===== config.mk =====
export PLATFORM = sky130hd
export DESIGN_NAME = tdr_responder
export DESIGN_NICKNAME = d
export VERILOG_FILES = /design/src/tdr_pkg.sv /design/src/tdr_responder.sv /design/src/tdr_event_counter.sv
export SDC_FILE = /design/constraint.sdc
export NUM_CORES = 1
export LEC_CHECK = 0
export ABC_AREA = 0
export BUFFER_PORTS_ARGS = -buffer_cell sky130_fd_sc_hd__buf_2
export CAP_MARGIN = 20
export CORE_MARGIN = 3
export CORE_UTILIZATION = 50
export CTS_CLUSTER_DIAMETER = 40
export DETAILED_ROUTE_END_ITERATION = 6
export PLACE_DENSITY = 0.79
export SYNTH_ARGS = -nofsm -noshare
export SYNTH_HDL_FRONTEND = slang
export SYNTH_HIERARCHICAL = 1
export SYNTH_SLANG_ARGS = --single-unit

===== constraint.sdc =====
create_clock -name clock_in -period 6.1 [get_ports clock_in]
set_input_delay 0.915 -clock clock_in [delete_from_list [all_inputs] [get_ports clock_in]]
set_output_delay 0.915 -clock clock_in [all_outputs]
set_load 0.005 [all_outputs]

===== src/tdr_pkg.sv =====
// Shared constants and carrier types for the TCP diagnostics responder
package tdr_pkg;

  // Request and reply fields
  localparam logic [7:0]  TDR_FC_DIAG    = 8'h08;
  localparam logic [15:0] TDR_SUB_TCP    = 16'h0015;
  localparam logic [15:0] TDR_DATA_CALL  = 16'h0003;
  localparam logic [15:0] TDR_DATA_RESET = 16'h0004;
  localparam logic [15:0] TDR_OP_STAT    = 16'h0003;

  // Frame lengths in bytes
  localparam logic [2:0]  TDR_REQ_LEN    = 3'h5;
  localparam logic [6:0]  TDR_RESET_LEN  = 7'h05;
  localparam logic [6:0]  TDR_CALL_LEN   = 7'h41;

  // Byte positions inside the call-state reply
  localparam logic [6:0]  TDR_OFS_OPSTAT = 7'h03;
  localparam logic [6:0]  TDR_OFS_FUNERR = 7'h05;
  localparam logic [6:0]  TDR_OFS_FRMERR = 7'h19;
  localparam logic [6:0]  TDR_OFS_OVFERR = 7'h1D;
  localparam logic [6:0]  TDR_OFS_RXZERO = 7'h21;
  localparam logic [6:0]  TDR_OFS_TXZERO = 7'h29;
  localparam logic [6:0]  TDR_OFS_HOSTIP = 7'h3D;

  // Reset values
  localparam logic [31:0] TDR_CNT_RESET  = 32'h0000_0000;
  localparam logic [6:0]  TDR_POS_RESET  = 7'h00;

  // One byte of a frame on either stream
  typedef struct packed {
    logic       valid;
    logic [7:0] data;
    logic       last;
  } tdr_byte_t;

endpackage


===== src/tdr_responder.sv =====
// TCP diagnostics responder: parses requests and streams replies
`timescale 1ns/1ns
module tdr_responder (
  input  wire logic                clock_in,
  input  wire logic                rst_in,
  input  wire tdr_pkg::tdr_byte_t  req_in,
  output logic                     req_ready_out,
  output tdr_pkg::tdr_byte_t       rsp_out,
  input  wire logic                rsp_ready_in,
  input  wire logic                frame_err_in,
  input  wire logic                overflow_in,
  input  wire logic [31:0]         host_ip_in
);
  import tdr_pkg::*;

  typedef enum logic {TDR_RECV, TDR_SEND} tdr_state_t;

  tdr_state_t  state_r,    state_nxt;
  logic [7:0]  buf_r [5],  buf_nxt [5];
  logic [2:0]  rcnt_r,     rcnt_nxt;
  logic        call_r,     call_nxt;
  logic [6:0]  idx_r,      idx_nxt;
  logic [6:0]  pos_r,      pos_nxt;
  logic [31:0] snap_frm_r, snap_frm_nxt;
  logic [31:0] snap_ovf_r, snap_ovf_nxt;
  tdr_byte_t   rsp_r,      rsp_nxt;
  logic        rdy_r,      rdy_nxt;
  logic [31:0] frm_cnt;
  logic [31:0] ovf_cnt;
  logic        take;
  logic        fin;
  logic        hdr_ok;
  logic        acc_call;
  logic        acc_reset;
  logic        load;
  logic [6:0]  len;

  // Pick one byte of a big-endian word
  function automatic logic [7:0] word_byte(input logic [31:0] w,
                                           input logic [1:0]  sel);
    word_byte = w[8*(3-sel) +: 8];
  endfunction

  // Byte at a given reply position
  function automatic logic [7:0] reply_byte(input logic [6:0]  p,
                                            input logic        call,
                                            input logic [31:0] frm,
                                            input logic [31:0] ovf,
                                            input logic [31:0] ip);
    logic [15:0] tail;
    tail = call ? TDR_OP_STAT : TDR_DATA_RESET;
    reply_byte = 8'h00;
    if (p == 7'h00) begin
      reply_byte = TDR_FC_DIAG;
    end else if (p == 7'h01) begin
      reply_byte = TDR_SUB_TCP[15:8];
    end else if (p == 7'h02) begin
      reply_byte = TDR_SUB_TCP[7:0];
    end else if (p == TDR_OFS_OPSTAT) begin
      reply_byte = tail[15:8];
    end else if (p == TDR_OFS_OPSTAT + 7'h01) begin
      reply_byte = tail[7:0];
    end else if (p >= TDR_OFS_FRMERR && p < TDR_OFS_OVFERR) begin
      reply_byte = word_byte(frm, 2'(p - TDR_OFS_FRMERR));
    end else if (p >= TDR_OFS_OVFERR && p < TDR_OFS_RXZERO) begin
      reply_byte = word_byte(ovf, 2'(p - TDR_OFS_OVFERR));
    end else if (p >= TDR_OFS_HOSTIP) begin
      reply_byte = word_byte(ip, 2'(p - TDR_OFS_HOSTIP));
    end
  endfunction

  // Error counters for the reception statistics
  tdr_event_counter u_frm_cnt (
    .clock_in  (clock_in),
    .rst_in    (rst_in),
    .clear_in  (acc_reset),
    .event_in  (frame_err_in),
    .count_out (frm_cnt)
  );

  tdr_event_counter u_ovf_cnt (
    .clock_in  (clock_in),
    .rst_in    (rst_in),
    .clear_in  (acc_reset),
    .event_in  (overflow_in),
    .count_out (ovf_cnt)
  );

  // Request decode
  always_comb begin
    take   = req_in.valid && rdy_r;
    fin    = take && req_in.last && rcnt_r == TDR_REQ_LEN - 3'h1;
    hdr_ok = buf_r[0] == TDR_FC_DIAG &&
             {buf_r[1], buf_r[2]} == TDR_SUB_TCP;
    acc_call  = fin && hdr_ok && {buf_r[3], req_in.data} == TDR_DATA_CALL;
    acc_reset = fin && hdr_ok && {buf_r[3], req_in.data} == TDR_DATA_RESET;
    load      = state_r == TDR_SEND && (!rsp_r.valid || rsp_ready_in);
    len       = call_r ? TDR_CALL_LEN : TDR_RESET_LEN;
  end

  // Next-state logic for receive and send
  always_comb begin
    state_nxt    = state_r;
    buf_nxt      = buf_r;
    rcnt_nxt     = rcnt_r;
    call_nxt     = call_r;
    idx_nxt      = idx_r;
    pos_nxt      = pos_r;
    snap_frm_nxt = snap_frm_r;
    snap_ovf_nxt = snap_ovf_r;
    rsp_nxt      = rsp_r;
    if (rsp_r.valid && rsp_ready_in) begin
      rsp_nxt.valid = 1'b0;
    end
    if (take) begin
      if (rcnt_r < TDR_REQ_LEN) begin
        buf_nxt[rcnt_r] = req_in.data;
        rcnt_nxt        = rcnt_r + 3'h1;
      end
      if (req_in.last) begin
        rcnt_nxt = 3'h0;
      end
    end
    if (acc_call || acc_reset) begin
      state_nxt    = TDR_SEND;
      call_nxt     = acc_call;
      idx_nxt      = TDR_POS_RESET;
      snap_frm_nxt = frm_cnt;
      snap_ovf_nxt = ovf_cnt;
    end
    // fixed reply layout streamed by position
    if (load) begin
      rsp_nxt.valid = 1'b1;
      rsp_nxt.data  = reply_byte(idx_r, call_r, snap_frm_r,
                                 snap_ovf_r, host_ip_in);
      rsp_nxt.last  = idx_r == len - 7'h01;
      pos_nxt       = idx_r;
      idx_nxt       = idx_r + 7'h01;
      if (idx_r == len - 7'h01) begin
        state_nxt = TDR_RECV;
      end
    end
    rdy_nxt = state_nxt == TDR_RECV;
  end

  // State registers
  always_ff @(posedge clock_in) begin
    if (rst_in) begin
      state_r    <= TDR_RECV;
      buf_r      <= '{default: 8'h00};
      rcnt_r     <= 3'h0;
      call_r     <= 1'b0;
      idx_r      <= TDR_POS_RESET;
      pos_r      <= TDR_POS_RESET;
      snap_frm_r <= TDR_CNT_RESET;
      snap_ovf_r <= TDR_CNT_RESET;
      rsp_r      <= '0;
      rdy_r      <= 1'b0;
    end else begin
      state_r    <= state_nxt;
      buf_r      <= buf_nxt;
      rcnt_r     <= rcnt_nxt;
      call_r     <= call_nxt;
      idx_r      <= idx_nxt;
      pos_r      <= pos_nxt;
      snap_frm_r <= snap_frm_nxt;
      snap_ovf_r <= snap_ovf_nxt;
      rsp_r      <= rsp_nxt;
      rdy_r      <= rdy_nxt;
    end
  end

  assign req_ready_out = rdy_r;
  assign rsp_out       = rsp_r;

  // Call reply header, most significant byte first
  localparam logic [39:0] TDR_CALL_HDR = {TDR_FC_DIAG, TDR_SUB_TCP,
                                          TDR_OP_STAT};
endmodule


===== src/tdr_event_counter.sv =====
// Saturating 32-bit event counter with synchronous clear
`timescale 1ns/1ns
module tdr_event_counter (
  input  wire logic        clock_in,
  input  wire logic        rst_in,
  input  wire logic        clear_in,
  input  wire logic        event_in,
  output logic [31:0]      count_out
);
  import tdr_pkg::*;

  logic [31:0] count_r;
  logic [31:0] count_nxt;

  // Clear then count, so an event in the clear cycle survives
  always_comb begin
    count_nxt = clear_in ? TDR_CNT_RESET : count_r;
    if (event_in && count_nxt != 32'hFFFF_FFFF) begin
      count_nxt = count_nxt + 32'h0000_0001;
    end
  end

  // State register
  always_ff @(posedge clock_in) begin
    if (rst_in) begin
      count_r <= TDR_CNT_RESET;
    end else begin
      count_r <= count_nxt;
    end
  end

  assign count_out = count_r;

endmodule


# Yosys cells after proc, flatten, opt, wreduce, memory -nomap -nowiden
# Cells that the tools add are included.
[word_totals] input_bits=47 register_bits=191 output_inout_bits=11
[op_classes] n_shift=3 n_lt_le_gt_ge=8 n_reduce_logical=23 muxes=26 n_addsub=11 n_bitwise=2 eq_ne=12
[ops] operator="2-to-1 mux 32 bit" n=4
[ops] operator="indexed part select 32 x 33 -> 8 bit" n=3
[ops] operator="2-to-1 mux 8 bit" n=9
[ops] operator="adder 32 x 1 -> 32 bit (second input constant)" n=2
[ops] operator="!= test 32 bit (second input constant)" n=2
[ops] operator="bitwise mux 40 bit" n=1
[ops] operator="demux 8 bit (select 3 bit)" n=1
[ops] operator="2-to-1 mux 7 bit" n=3
[ops] operator="== test 16 x 2 -> 1 bit (second input constant)" n=1
[ops] operator="== test 16 x 3 -> 1 bit (second input constant)" n=1
[ops] operator="== test 16 x 5 -> 1 bit (second input constant)" n=1
[ops] operator="== test 7 x 2 -> 1 bit (second input constant)" n=2
[ops] operator=">= comparator 7 x 5 -> 1 bit (second input constant)" n=2
[ops] operator="logical AND 1 bit" n=14
[ops] operator="2-to-1 mux 10 bit" n=1
[ops] operator="2-to-1 mux 3 bit" n=3
[ops] operator="subtractor 2 x 2 -> 3 bit (first input constant)" n=3
[ops] operator="== test 8 x 4 -> 1 bit (second input constant)" n=1
[ops] operator="adder 7 x 1 -> 7 bit (second input constant)" n=1
[ops] operator="== test 7 x 1 -> 1 bit (second input constant)" n=1
[ops] operator="== test 7 x 3 -> 1 bit (second input constant)" n=1
[ops] operator="== test 7 bit" n=1
[ops] operator=">= comparator 7 x 6 -> 1 bit (second input constant)" n=1
[ops] operator="zero test 7 bit" n=1
[ops] operator="16 further kinds" n=25

# Longest topological paths before layout
# Gate-level depths: netlist of run 1.
[depth] depth_word=12 mapped_depth=13 depth_no_buf=11

# Hierarchy
# The synthesis of run 1 kept the hierarchy.
[by_module_without_submodules] mod="tdr_responder" instances=1 area_per_inst_um2=5424.0 cells_each=613 seq_area_each_um2=2382.3
[by_module_without_submodules] mod="tdr_event_counter" instances=2 area_per_inst_um2=1705.4 cells_each=210 seq_area_each_um2=640.6

# Worst setup path after synthesis of run 1
# Ideal clock, no wire load.
[synth_timing] path_type="input to register" startpoint="in req_in[4] (netlist bit)" endpoint="reg u_frm_cnt.count_r[27], in the netlist u_frm_cnt/count_out[27]" stages=10 path_buffers=1 setup_time_ns=0.121 t_required_ns=5.979 setup_slack_ns=2.726 t_arrival_ns=3.253 cell_sequence="nor4_1 > nand4_1 > nor3_1 > and2_1 > nand2b_1 > or3_1 > nor4_1 > buf_2 > nor4b_1 > mux2_2"
[synth_via] elab_chain_cells=6 word_cells_on_any_way=7
[synth_lines] element="start, declared" line="tdr_responder.sv:6" source="input wire tdr_pkg::tdr_byte_t req_in,"
[synth_lines] element="== test 16 x 3 -> 1 bit *" line="tdr_responder.sv:96" source="acc_reset = fin && hdr_ok && {buf_r[3], req_in.data} == TDR_DATA_RESET;"
[synth_lines] element="logical AND 1 bit *" line="tdr_responder.sv:96"
[synth_lines] element="named net acc_reset" line="tdr_responder.sv:34" source="logic acc_reset;"
[synth_lines] element="2-to-1 mux 32 bit *" line="tdr_event_counter.sv:17" source="count_nxt = clear_in ? TDR_CNT_RESET : count_r;"
[synth_lines] element="branches (longest 2 deep; another with adder 32 x 1 -> 32 bit)"
[synth_lines] element="2-to-1 mux 32 bit *" line="tdr_event_counter.sv:18" source="if (event_in && count_nxt != 32'hFFFF_FFFF) begin"
[synth_lines] element="end signal, assigned" line="tdr_event_counter.sv:28" source="count_r <= count_nxt;"
[synth_lines] element="end, declared" line="tdr_event_counter.sv:12" source="logic [31:0] count_r;"
# Mark *: on every way through the listed nets, which the timed path passes.
# A chain may end at the register's enable or synchronous reset.

# Worst setup path in the final report of run 1
[layout_timing] startpoint="in req_in[8] (netlist bit)" endpoint="reg u_ovf_cnt.count_r[27], in the netlist u_ovf_cnt/count_out[27]"
[layout_via] elab_chain_cells=6 word_cells_on_any_way=7
[layout_lines] element="== test 16 x 3 -> 1 bit *" line="tdr_responder.sv:96"
[layout_lines] element="logical AND 1 bit *" line="tdr_responder.sv:96"
[layout_lines] element="named net acc_reset" line="tdr_responder.sv:34"
[layout_lines] element="2-to-1 mux 32 bit *" line="tdr_event_counter.sv:17"
[layout_lines] element="branches (longest 2 deep; another with adder 32 x 1 -> 32 bit)"
[layout_lines] element="2-to-1 mux 32 bit *" line="tdr_event_counter.sv:18"
[layout_lines] element="end signal, assigned" line="tdr_event_counter.sv:28"
[layout_lines] element="end, declared" line="tdr_event_counter.sv:12"
# Marked as above.

==> impl_metrics.py, run 1 <==
metrics = {
    "clock_tree": {
        "cts.reportedPaths.clkPinSlew_ns": 0.07,
        "cts_hold_buf": 0,
        "clk_latency_ns": 0.42,
        "h-tree-depth": 4,
        "root_buffer": "clkbuf_16",
        "cts_tree": "built",
        "cts_setup_buffers": 0,
        "clock-sinks": 183,
        "clockBufferDepth": 2,
        "cts_buffers": 17,
        "cts_resized": 0,
    },
    "logic_synthesis": {
        "syn_nets": 1086,
        "synth_enable_flop_cells": 0,
        "post-synth-top-area-cell": "dfxtp_1",
        "synth.avg_cell_area_um2": 8.55,
        "ys_ff_latch": 183,
        "synthTopCellsByArea": "dfxtp_1 41%, nand2_1 7.9%, a21oi_1 6.9%",
        "synthDistinctLibCells": 61,
        "synth_seq_area_share": 0.415,
        "ys_warn_count": 6,
        "synthArstFlopShare": 0,
        "syn-cell-area_um2": 8830,
        "synth-main-ff-cell": "dfxtp_1",
        "synth_top_area_share": 0.415,
        "syn_inst": 1033,
    },
    "cells_and_area": {
        "syn_to_final_growth_pct": 11.3,
        "drive_above_1_share": 0.139,
        "final_util": 0.581,
        "final_cell_mix": "187 x nand2_1, 182 x dfxtp_1, 122 x a21oi_1",
        "layout_commonest_cell": "nand2_1",
        "n_antenna_cell": 0,
        "nFillCells": 1456,
        "layout.nets": 1115,
    },
    "floorplanning": {
        "core_um2": 16900,
        "io_pins": 58,
        "die_w_um": 139,
        "start_util": 0.522,
        "die_h_um": 139,
        "die-area_um2": 19300,
        "rows": 47,
    },
    "sta": {
        "hold_ws_ns": 0.451,
        "finalSetupViolCount": 0,
        "relSlewSlack": 0.393,
        "fmax_ghz": 0.242,
        "period_share": 0.678,
        "slew_viol_final": 0,
        "tns_ns": 0,
        "post-route-min-period_ns": 4.13,
        "finalHoldViolCount": 0,
        "rsz0062_at_grt": "no",
        "finClkSkew_ns": 0.00914,
        "max_slew.worst_pin.slew_ns": 0.906,
    },
    "outcome": {
        "run_status": "completed",
    },
    "worst_setup_path": {
        "cp_cell_sequence": "buf_2 -> nor4_1 -> nand4_1 -> nor3_1 -> and2_1 -> nand2b_1 -> or3_1 -> nor4_2 -> buf_4 -> nor4b_1 -> mux2_2",
        "critPathMaxFanout": 20,
        "cp_slowest_cell": "and2_1",
        "arrival_ns": 4.44,
        "worst-path-buf-inv": 2,
        "critPathKind": "in2reg",
        "end_kind": "register",
        "cp_top_family": "simple AND/OR/NAND/NOR gates",
        "crit_path_max_incr_delay_ns": 0.64,
        "crit_required_ns": 6.41,
        "start_kind": "primary input",
    },
    "placement": {
        "port_buffers": 57,
        "dp_hpwl_mm": 15.7,
        "place_congestion": 0.928,
    },
    "drt": {
        "vias": 8033,
        "totalWireLength_mm": 22.9,
        "vias_per_cell": 6.20,
        "drc": 0,
        "drtIter0Drc": 768,
        "drtAntennaViolNets": 0,
        "wire_per_inst_um": 17.7,
        "drtPass1Iterations": 5,
    },
    "global_routing": {
        "track_usage": 0.233,
        "antenna_found_initial": 1,
        "grt_pass1_vias": 7444,
        "grt_max_degree": 74,
        "grt_pass1_wl_mm": 37.4,
        "grt.overflow.total": 0,
    },
    "power": {
        "power_density_nw_per_um2": 240,
        "power_leakage_nw": 3.25,
        "power_mw": 2.36,
        "peakVddDrop_mv": 0.172,
    },
    "run": {
        "maxCapViolCount": 0,
    },
    "min_path": {
        "hold_path.class": "reg2reg",
    },
}
[worst register-to-register path, stage by stage, from the launching register on]
cell      delay, ns
dfxtp_1        0.38
inv_1          0.14
ha_1           0.18
nor4b_1        0.30
nand4_1        0.23
nor3_1         0.36
and2_1         0.64
nand2b_1       0.29
or3_1          0.30
nor4_2         0.09
buf_4          0.20
nor4b_1        0.48
mux2_2         0.39
[worst paths after layout]
kind	from	slack [ns]	depth (start not counted)	end
setup / recovery	req_in[8]	1.97	11	u_ovf_cnt/count_out[27]$_SDFF_PP0_
hold / removal	snap_frm_r[31]$_SDFFE_PP0P_	0.45	2	snap_frm_r[31]$_SDFFE_PP0P_
setup reg to reg	rcnt_r[0]$_SDFFE_PP0P_	1.99	12	u_ovf_cnt/count_out[27]$_SDFF_PP0_
hold reg to reg	snap_frm_r[31]$_SDFFE_PP0P_	0.45	2	snap_frm_r[31]$_SDFFE_PP0P_
[area by class of cell]
class,instances,area [um^2],area share
clock buffers,18,439,0.0446
clock inverters,14,143,0.0145
inverters,22,82.6,0.00839
multi-input cells,770,4820,0.490
flip-flops and latches,183,3660,0.373
well taps,220,275,0.0280
repair buffers,68,410,0.0417
[logic make-up after synthesis]
group	Yosys count	share of synthesized area
buffers and inverters	80	0.0418
AND/OR/NAND/NOR	476	0.272
multiplexers	61	0.104
adder cells (fa/ha/maj)	6	0.00850
flip-flops	183	0.415
XOR/XNOR	5	0.00496
AO/OA/AOI/OAI	222	0.154
[stage by stage]
| step | setup slack, ns | cell area, um^2 | cells |
|---|---|---|---|
| finish | 1.97 | 9840 | 1295 |
| CTS | 2.00 | 9790 | 1292 |
| detailed placement | 1.61 | 9210 | 1260 |
| global route | 1.70 | 9840 | 1295 |
| floorplan | 2.73 | 8830 | 1033 |
| global placement | 1.73 | 9190 | 1259 |
[layer usage]
layer / global-route usage / vias up / share of wire
li1: - / 3827 / -
met5: 0 / - / 0.00057
met3: 0.0559 / 46 / 0.076
met2: 0.366 / 324 / 0.46
met1: 0.319 / 3834 / 0.44
met4: 0.0736 / 2 / 0.021
[registers in the layout, summed over array words and instances, names as in the netlist]
register / flops
buf_r: 32
call_r: 1
idx_r: 7
rcnt_r: 3
req_ready_out: 1
rsp_out: 10
snap_frm_r: 32
snap_ovf_r: 32
state_r: 1
u_frm_cnt/count_out: 32
u_ovf_cnt/count_out: 32
[cells in the mapped netlist (6+ instances only)]
master	number
nand2b_1	6
buf_6	6
nor2b_1	12
mux4_2	24
a21oi_1	122
buf_2	16
and3_1	8
nor3_1	12
or3_1	48
nand3_1	36
and2_1	7
dfxtp_1	183
clkbuf_1	33
inv_1	20
o21ai_0	39
a221oi_1	11
nand2_1	187
nor2_1	66
mux2i_1	33
ha_1	6
o211ai_1	6
o31ai_1	16
nor4_1	13
nand4_1	16
or4_1	29
[report_power, final]
group | switching (mW) | internal, mW | total, mW
registers | 0.00729 | 1.20 | 1.21
logic | 0.0479 | 0.0285 | 0.0764
clock network | 0.493 | 0.584 | 1.08
total | 0.548 | 1.81 | 2.36
No activity file was read; power rests on OpenSTA's default activity.
==> run 2: changes to the inputs <==
Settings changed: ABC_AREA 0 to 1, PLACE_DENSITY 0.79 to 0.78.
Clock period 6.1 ns to 4.25 ns, I/O delays scaled along.
==> run 2 against run 1 <==
Design area up 15%; worst hold slack improved by 0.0049 ns; first-iteration DRC count up 38%; register-to-register slack worse by 1.1 ns; worst setup slack lost 1.1 ns; cell count increased by 53%; largest cell class unchanged.
==> impl_metrics.py, run 2 <==
metrics = {
    "sta": {
        "slew_viol_final": 0,
        "max_slew.worst_pin.slew_ns": 0.964,
        "fmax_ghz": 0.299,
        "tns_ns": 0,
        "finalSetupViolCount": 0,
        "finClkSkew_ns": 0.0140,
        "period_share": 0.786,
        "finalHoldViolCount": 0,
        "post-route-min-period_ns": 3.34,
        "rsz0062_at_grt": "no",
        "relSlewSlack": 0.357,
    },
    "worst_setup_path": {
        "critPathKind": "reg2reg",
        "end_kind": "register",
        "critPathMaxFanout": 44,
        "arrival_ns": 3.64,
        "start_kind": "register",
        "crit_required_ns": 4.55,
    },
    "drt": {
        "vias": 10208,
        "drtPass1Iterations": 6,
        "met3WireLength_mm": 1.93,
        "vias_per_cell": 5.14,
        "met1Wirelength_mm": 12.4,
        "drtIter0Drc": 1061,
        "top_layer": "met4",
        "totalWireLength_mm": 27.0,
        "drc": 0,
        "drtAntennaViolNets": 0,
        "wire_per_inst_um": 13.6,
        "met2_wirelength_mm": 12.2,
    },
    "global_routing": {
        "grt_max_degree": 69,
        "antenna_found_initial": 0,
        "grt_pass1_wl_mm": 43.1,
        "track_usage": 0.232,
        "grt.overflow.total": 0,
        "grt_pass1_vias": 9082,
    },
    "logic_synthesis": {
        "yosys-top-cells-count": "414 x nand2_1, 370 x nor2_1, 194 x inv_1",
        "post-synth-top-area-cell": "dfxtp_1",
        "synth_enable_flop_cells": 0,
        "syn-cell-area_um2": 10500,
        "synth-main-ff-cell": "dfxtp_1",
        "synthTopCellsByArea": "dfxtp_1 35%, nand2_1 15%, nor2_1 13%",
        "synthArstFlopShare": 0,
        "synth.avg_cell_area_um2": 6.25,
        "syn_nets": 1741,
        "synth_seq_area_share": 0.347,
        "synth_top_area_share": 0.347,
        "synthDistinctLibCells": 38,
        "ys_ff_latch": 183,
        "syn_inst": 1688,
        "synth.most_common_cell": "nand2_1",
        "ys_warn_count": 6,
    },
    "floorplanning": {
        "rows": 52,
        "die-area_um2": 22900,
        "core_um2": 20500,
        "io_pins": 58,
        "start_util": 0.515,
        "die_h_um": 151,
        "die_w_um": 151,
    },
    "clock_tree": {
        "clk_latency_ns": 0.44,
        "clock-sinks": 183,
        "cts_setup_buffers": 0,
        "clockBufferDepth": 2,
        "cts_tree": "built",
        "root_buffer": "clkbuf_16",
        "cts_buffers": 17,
        "cts_resized": 0,
        "h-tree-depth": 4,
        "cts_hold_buf": 0,
        "cts.reportedPaths.clkPinSlew_ns": 0.08,
    },
    "cells_and_area": {
        "drive_above_1_share": 0.118,
        "final_util": 0.554,
        "syn_to_final_growth_pct": 7.60,
        "layout_commonest_cell": "nand2_1",
        "n_antenna_cell": 0,
        "layout.nets": 1756,
        "nFillCells": 2017,
        "final_cell_mix": "413 x nand2_1, 370 x nor2_1, 194 x inv_1",
    },
    "placement": {
        "dp_hpwl_mm": 19.2,
        "place_congestion": 0.949,
        "port_buffers": 57,
    },
    "power": {
        "power_density_nw_per_um2": 303,
        "peakVddDrop_mv": 0.201,
        "power_leakage_nw": 4.57,
    },
    "min_path": {
        "hold_path.class": "reg2reg",
    },
    "outcome": {
        "run_status": "completed",
    },
    "run": {
        "maxCapViolCount": 0,
    },
}
[run 2: cells by family after synthesis]
| logic type | after synthesis | synth area share |
|---|---|---|
| AO/OA/AOI/OAI | 212 | 0.110 |
| XOR/XNOR | 1 | 0.000830 |
| adder cells (fa/ha/maj) | 6 | 0.00712 |
| buffers and inverters | 278 | 0.120 |
| flip-flops | 183 | 0.347 |
| AND/OR/NAND/NOR | 1008 | 0.415 |
[run 2: final cells by class]
type,count,area [um^2],share of cell area
inverters,210,793,0.0699
well taps,270,338,0.0298
clock inverters,14,135,0.0119
repair buffers,64,350,0.0309
clock buffers,18,439,0.0387
flip-flops and latches,183,3660,0.323
multi-input cells,1227,5630,0.496
[run 2: layer usage]
layer,global-route usage,vias up
met5,0,-
met4,0.0675,0
met3,0.0353,35
met2,0.377,345
met1,0.318,4524
li1,-,5304
[run 2: report_power, final]
group / switching, mW / total (mW) / internal, mW
Clock: 0.752 / 1.54 / 0.791
Combinational: 0.0971 / 0.150 / 0.0533
Sequential: 0.0132 / 1.74 / 1.73
[run 2: final timing paths]
kind | start | endpoint | slack (ns) | depth (start not counted)
worst max-delay path | rcnt_r[0]$_SDFFE_PP0P_ | u_ovf_cnt/count_out[19]$_SDFF_PP0_ | 0.91 | 17
worst min register to register | buf_r[13]$_SDFFE_PP0P_ | buf_r[13]$_SDFFE_PP0P_ | 0.46 | 2
worst max register to register | rcnt_r[0]$_SDFFE_PP0P_ | u_ovf_cnt/count_out[19]$_SDFF_PP0_ | 0.91 | 17
worst min-delay path | buf_r[13]$_SDFFE_PP0P_ | buf_r[13]$_SDFFE_PP0P_ | 0.46 | 2
[run 2: metrics by stage]
stage	cell area (um^2)	setup slack [ns]	instances	power, mW	hold WS, ns
3_3_place_gp	10800	0.912	1954	1.93	0.441
5_1_grt	11400	0.595	1986	3.54	0.473
6_report	11400	0.908	1986	3.43	0.456
4_1_cts	11400	0.963	1986	3.45	0.454
3_5_place_dp	10800	0.853	1954	1.93	0.446
2_1_floorplan	10500	1.78	1688	1.88	0.429
[run 2: critical path, cell delays in order, from the launching register on]
cell and delay [ns]:
dfxtp_1 0.42, inv_1 0.12, ha_1 0.23, nand3_1 0.08, nand3b_1 0.10, nor2_1 0.06, nand2_1 0.17, inv_1 0.18
inv_4 0.37, nand3_1 0.24, nor2_1 0.18, nand2_1 0.12, nor2_4 0.14, nand3_4 0.38, nand2_1 0.23, nand2_1 0.06
nand2_1 0.06, nor2_1 0.04
==> run 3: changes to the inputs <==
Clock period 4.25 ns to 3.5 ns, I/O delays scaled along.
==> run 3 against run 2 <==
Register-to-register slack got worse by 0.61 ns; cell count increased by 0.35%; sequential power increased by 21%; largest cell class unchanged; via count increased by 1.6%; utilization increased by 0.38 points; clock skew decreased by 0.0012 ns; non-clock buffer count increased by 7; fmax increased by 4.2%; highest routed layer unchanged; wire length about the same; global-route usage increased by 0.064 points; sequential cell count unchanged.
==> impl_metrics.py, run 3 (synthesized netlist as in run 2, its figures left out) <==
metrics = {
    "drt": {
        "drc": 0,
        "drtIter0Drc": 929,
        "totalWireLength_mm": 27.0,
        "drtPass1Iterations": 5,
        "vias_per_cell": 5.20,
        "vias": 10373,
        "drtAntennaViolNets": 0,
        "wire_per_inst_um": 13.5,
    },
    "worst_setup_path": {
        "crit_path_max_incr_delay_ns": 0.42,
        "cp_cell_sequence": "inv_1 -> ha_1 -> nand3_1 -> nand3b_1 -> nor2_1 -> nand2_1 -> inv_1 -> clkinv_4 -> nand3_1 -> nor2_1 -> nand2_1 -> nor2_4 -> nand3_4 -> nand2_4 -> nand2_1 -> a21oi_2",
        "critPathKind": "reg2reg",
        "arrival_ns": 3.57,
        "worst-path-buf-inv": 3,
        "start_kind": "register",
        "cp_top_family": "simple AND/OR/NAND/NOR gates",
        "crit_required_ns": 3.87,
        "critPathMaxFanout": 44,
        "cp_slowest_cell": "dfxtp_1",
        "end_kind": "register",
        "crit_top_cell": "nand2_1",
    },
    "outcome": {
        "run_status": "completed",
    },
    "sta": {
        "relSlewSlack": 0.374,
        "finalSetupViolCount": 0,
        "finalHoldViolCount": 0,
        "tns_ns": 0,
        "rsz0062_at_grt": "no",
        "period_share": 0.916,
        "finClkSkew_ns": 0.0128,
        "slew_viol_final": 0,
        "timing.final.ws_setup_ns": 0.293,
        "max_slew.worst_pin.slew_ns": 0.937,
        "post-route-min-period_ns": 3.21,
        "fmax_ghz": 0.312,
    },
    "cells_and_area": {
        "layout_commonest_cell": "nand2_1",
        "drive_above_1_share": 0.121,
        "final_cell_mix": "413 x nand2_1, 370 x nor2_1, 194 x inv_1",
        "final_util": 0.558,
        "syn_to_final_growth_pct": 8.35,
        "final_cells": 1993,
        "layout.nets": 1764,
        "n_antenna_cell": 0,
    },
    "floorplanning": {
        "die_w_um": 151,
        "die_h_um": 151,
        "io_pins": 58,
        "rows": 52,
        "core_um2": 20500,
        "start_util": 0.515,
        "die-area_um2": 22900,
    },
    "min_path": {
        "hold_path.class": "in2reg",
    },
    "power": {
        "power_mw": 4.17,
        "power_leakage_nw": 4.61,
        "peakVddDrop_mv": 0.235,
        "power_density_nw_per_um2": 365,
    },
    "run": {
        "maxCapViolCount": 0,
    },
    "placement": {
        "pre_cts_ws_ns": 0.132,
        "dp_hpwl_mm": 19.3,
        "place_congestion": 0.963,
        "port_buffers": 57,
        "placed_cells": 1961,
    },
    "clock_tree": {
        "root_buffer": "clkbuf_16",
        "h-tree-depth": 4,
        "clockBufferDepth": 2,
        "clock-sinks": 183,
        "cts_setup_buffers": 0,
        "cts_resized": 0,
        "cts_buffers": 17,
        "cts_hold_buf": 0,
        "clk_latency_ns": 0.44,
        "cts_tree": "built",
        "cts.reportedPaths.clkPinSlew_ns": 0.08,
    },
    "global_routing": {
        "grt_pass1_wl_mm": 43.4,
        "track_usage": 0.232,
        "grt_pass1_vias": 9124,
        "grt_max_degree": 95,
        "antenna_found_initial": 0,
        "grt.overflow.total": 0,
    },
}
## run 3: cell types whose count changed in the layout (fill, tap and decap cells not counted), sizes merged
cell,delta
buf,+7
nand3,+1
clkbuf,-1
bufinv,+1
clkinvlp,+1
clkinv,-2
## run 3: worst register-to-register path: cells and delay by family (launching register included)
kind                       cells  cell delay [ns]
AOI/OAI and AO/OA              1             0.13
adders and majority gates      1             0.22
buffers and inverters          3             0.68
DFF                            1             0.42
and+or+nand+nor               11             1.68
## run 3: cell type report
cell class                 instances  area [um^2]
multi-input combinational       1228         5650
tap                              270          338
clock buffer                      17          425
timing repair buffer              71          415
clock inverter                    14          138
inverter                         210          801
sequential                       183         3660
fill                            2022         9060
## run 3: power by group
group          internal [mW]  switching (mW)  total [mW]
registers               2.10          0.0146        2.11
logic                 0.0669           0.120       0.187
clock network          0.995           0.875        1.87
## run 3: layer usage
metal	vias up	routed length (um)	track usage
met5	-	0	0
met3	51	1720	0.0425
met4	0	588	0.0798
li1	5326	-	-
met2	329	12400	0.384
met1	4667	12300	0.304
## run 3: final timing paths
kind,from,end,slack (ns),depth (start not counted)
min reg2reg,buf_r[13]$_SDFFE_PP0P_,buf_r[13]$_SDFFE_PP0P_,0.45,2
max reg2reg,rcnt_r[0]$_SDFFE_PP0P_,u_frm_cnt/count_out[8]$_SDFF_PP0_,0.29,16
max,rcnt_r[0]$_SDFFE_PP0P_,u_frm_cnt/count_out[8]$_SDFF_PP0_,0.29,16
min,req_in[5],buf_r[28]$_SDFFE_PP0P_,0.36,3
## run 3: through the flow
stage | hold slack [ns] | area [um^2]
after floorplan | 0.429 | 10500
after global placement | 0.440 | 10800
after detailed placement | 0.446 | 10800
after CTS | 0.361 | 11400
after global routing | 0.382 | 11400
final | 0.364 | 11400
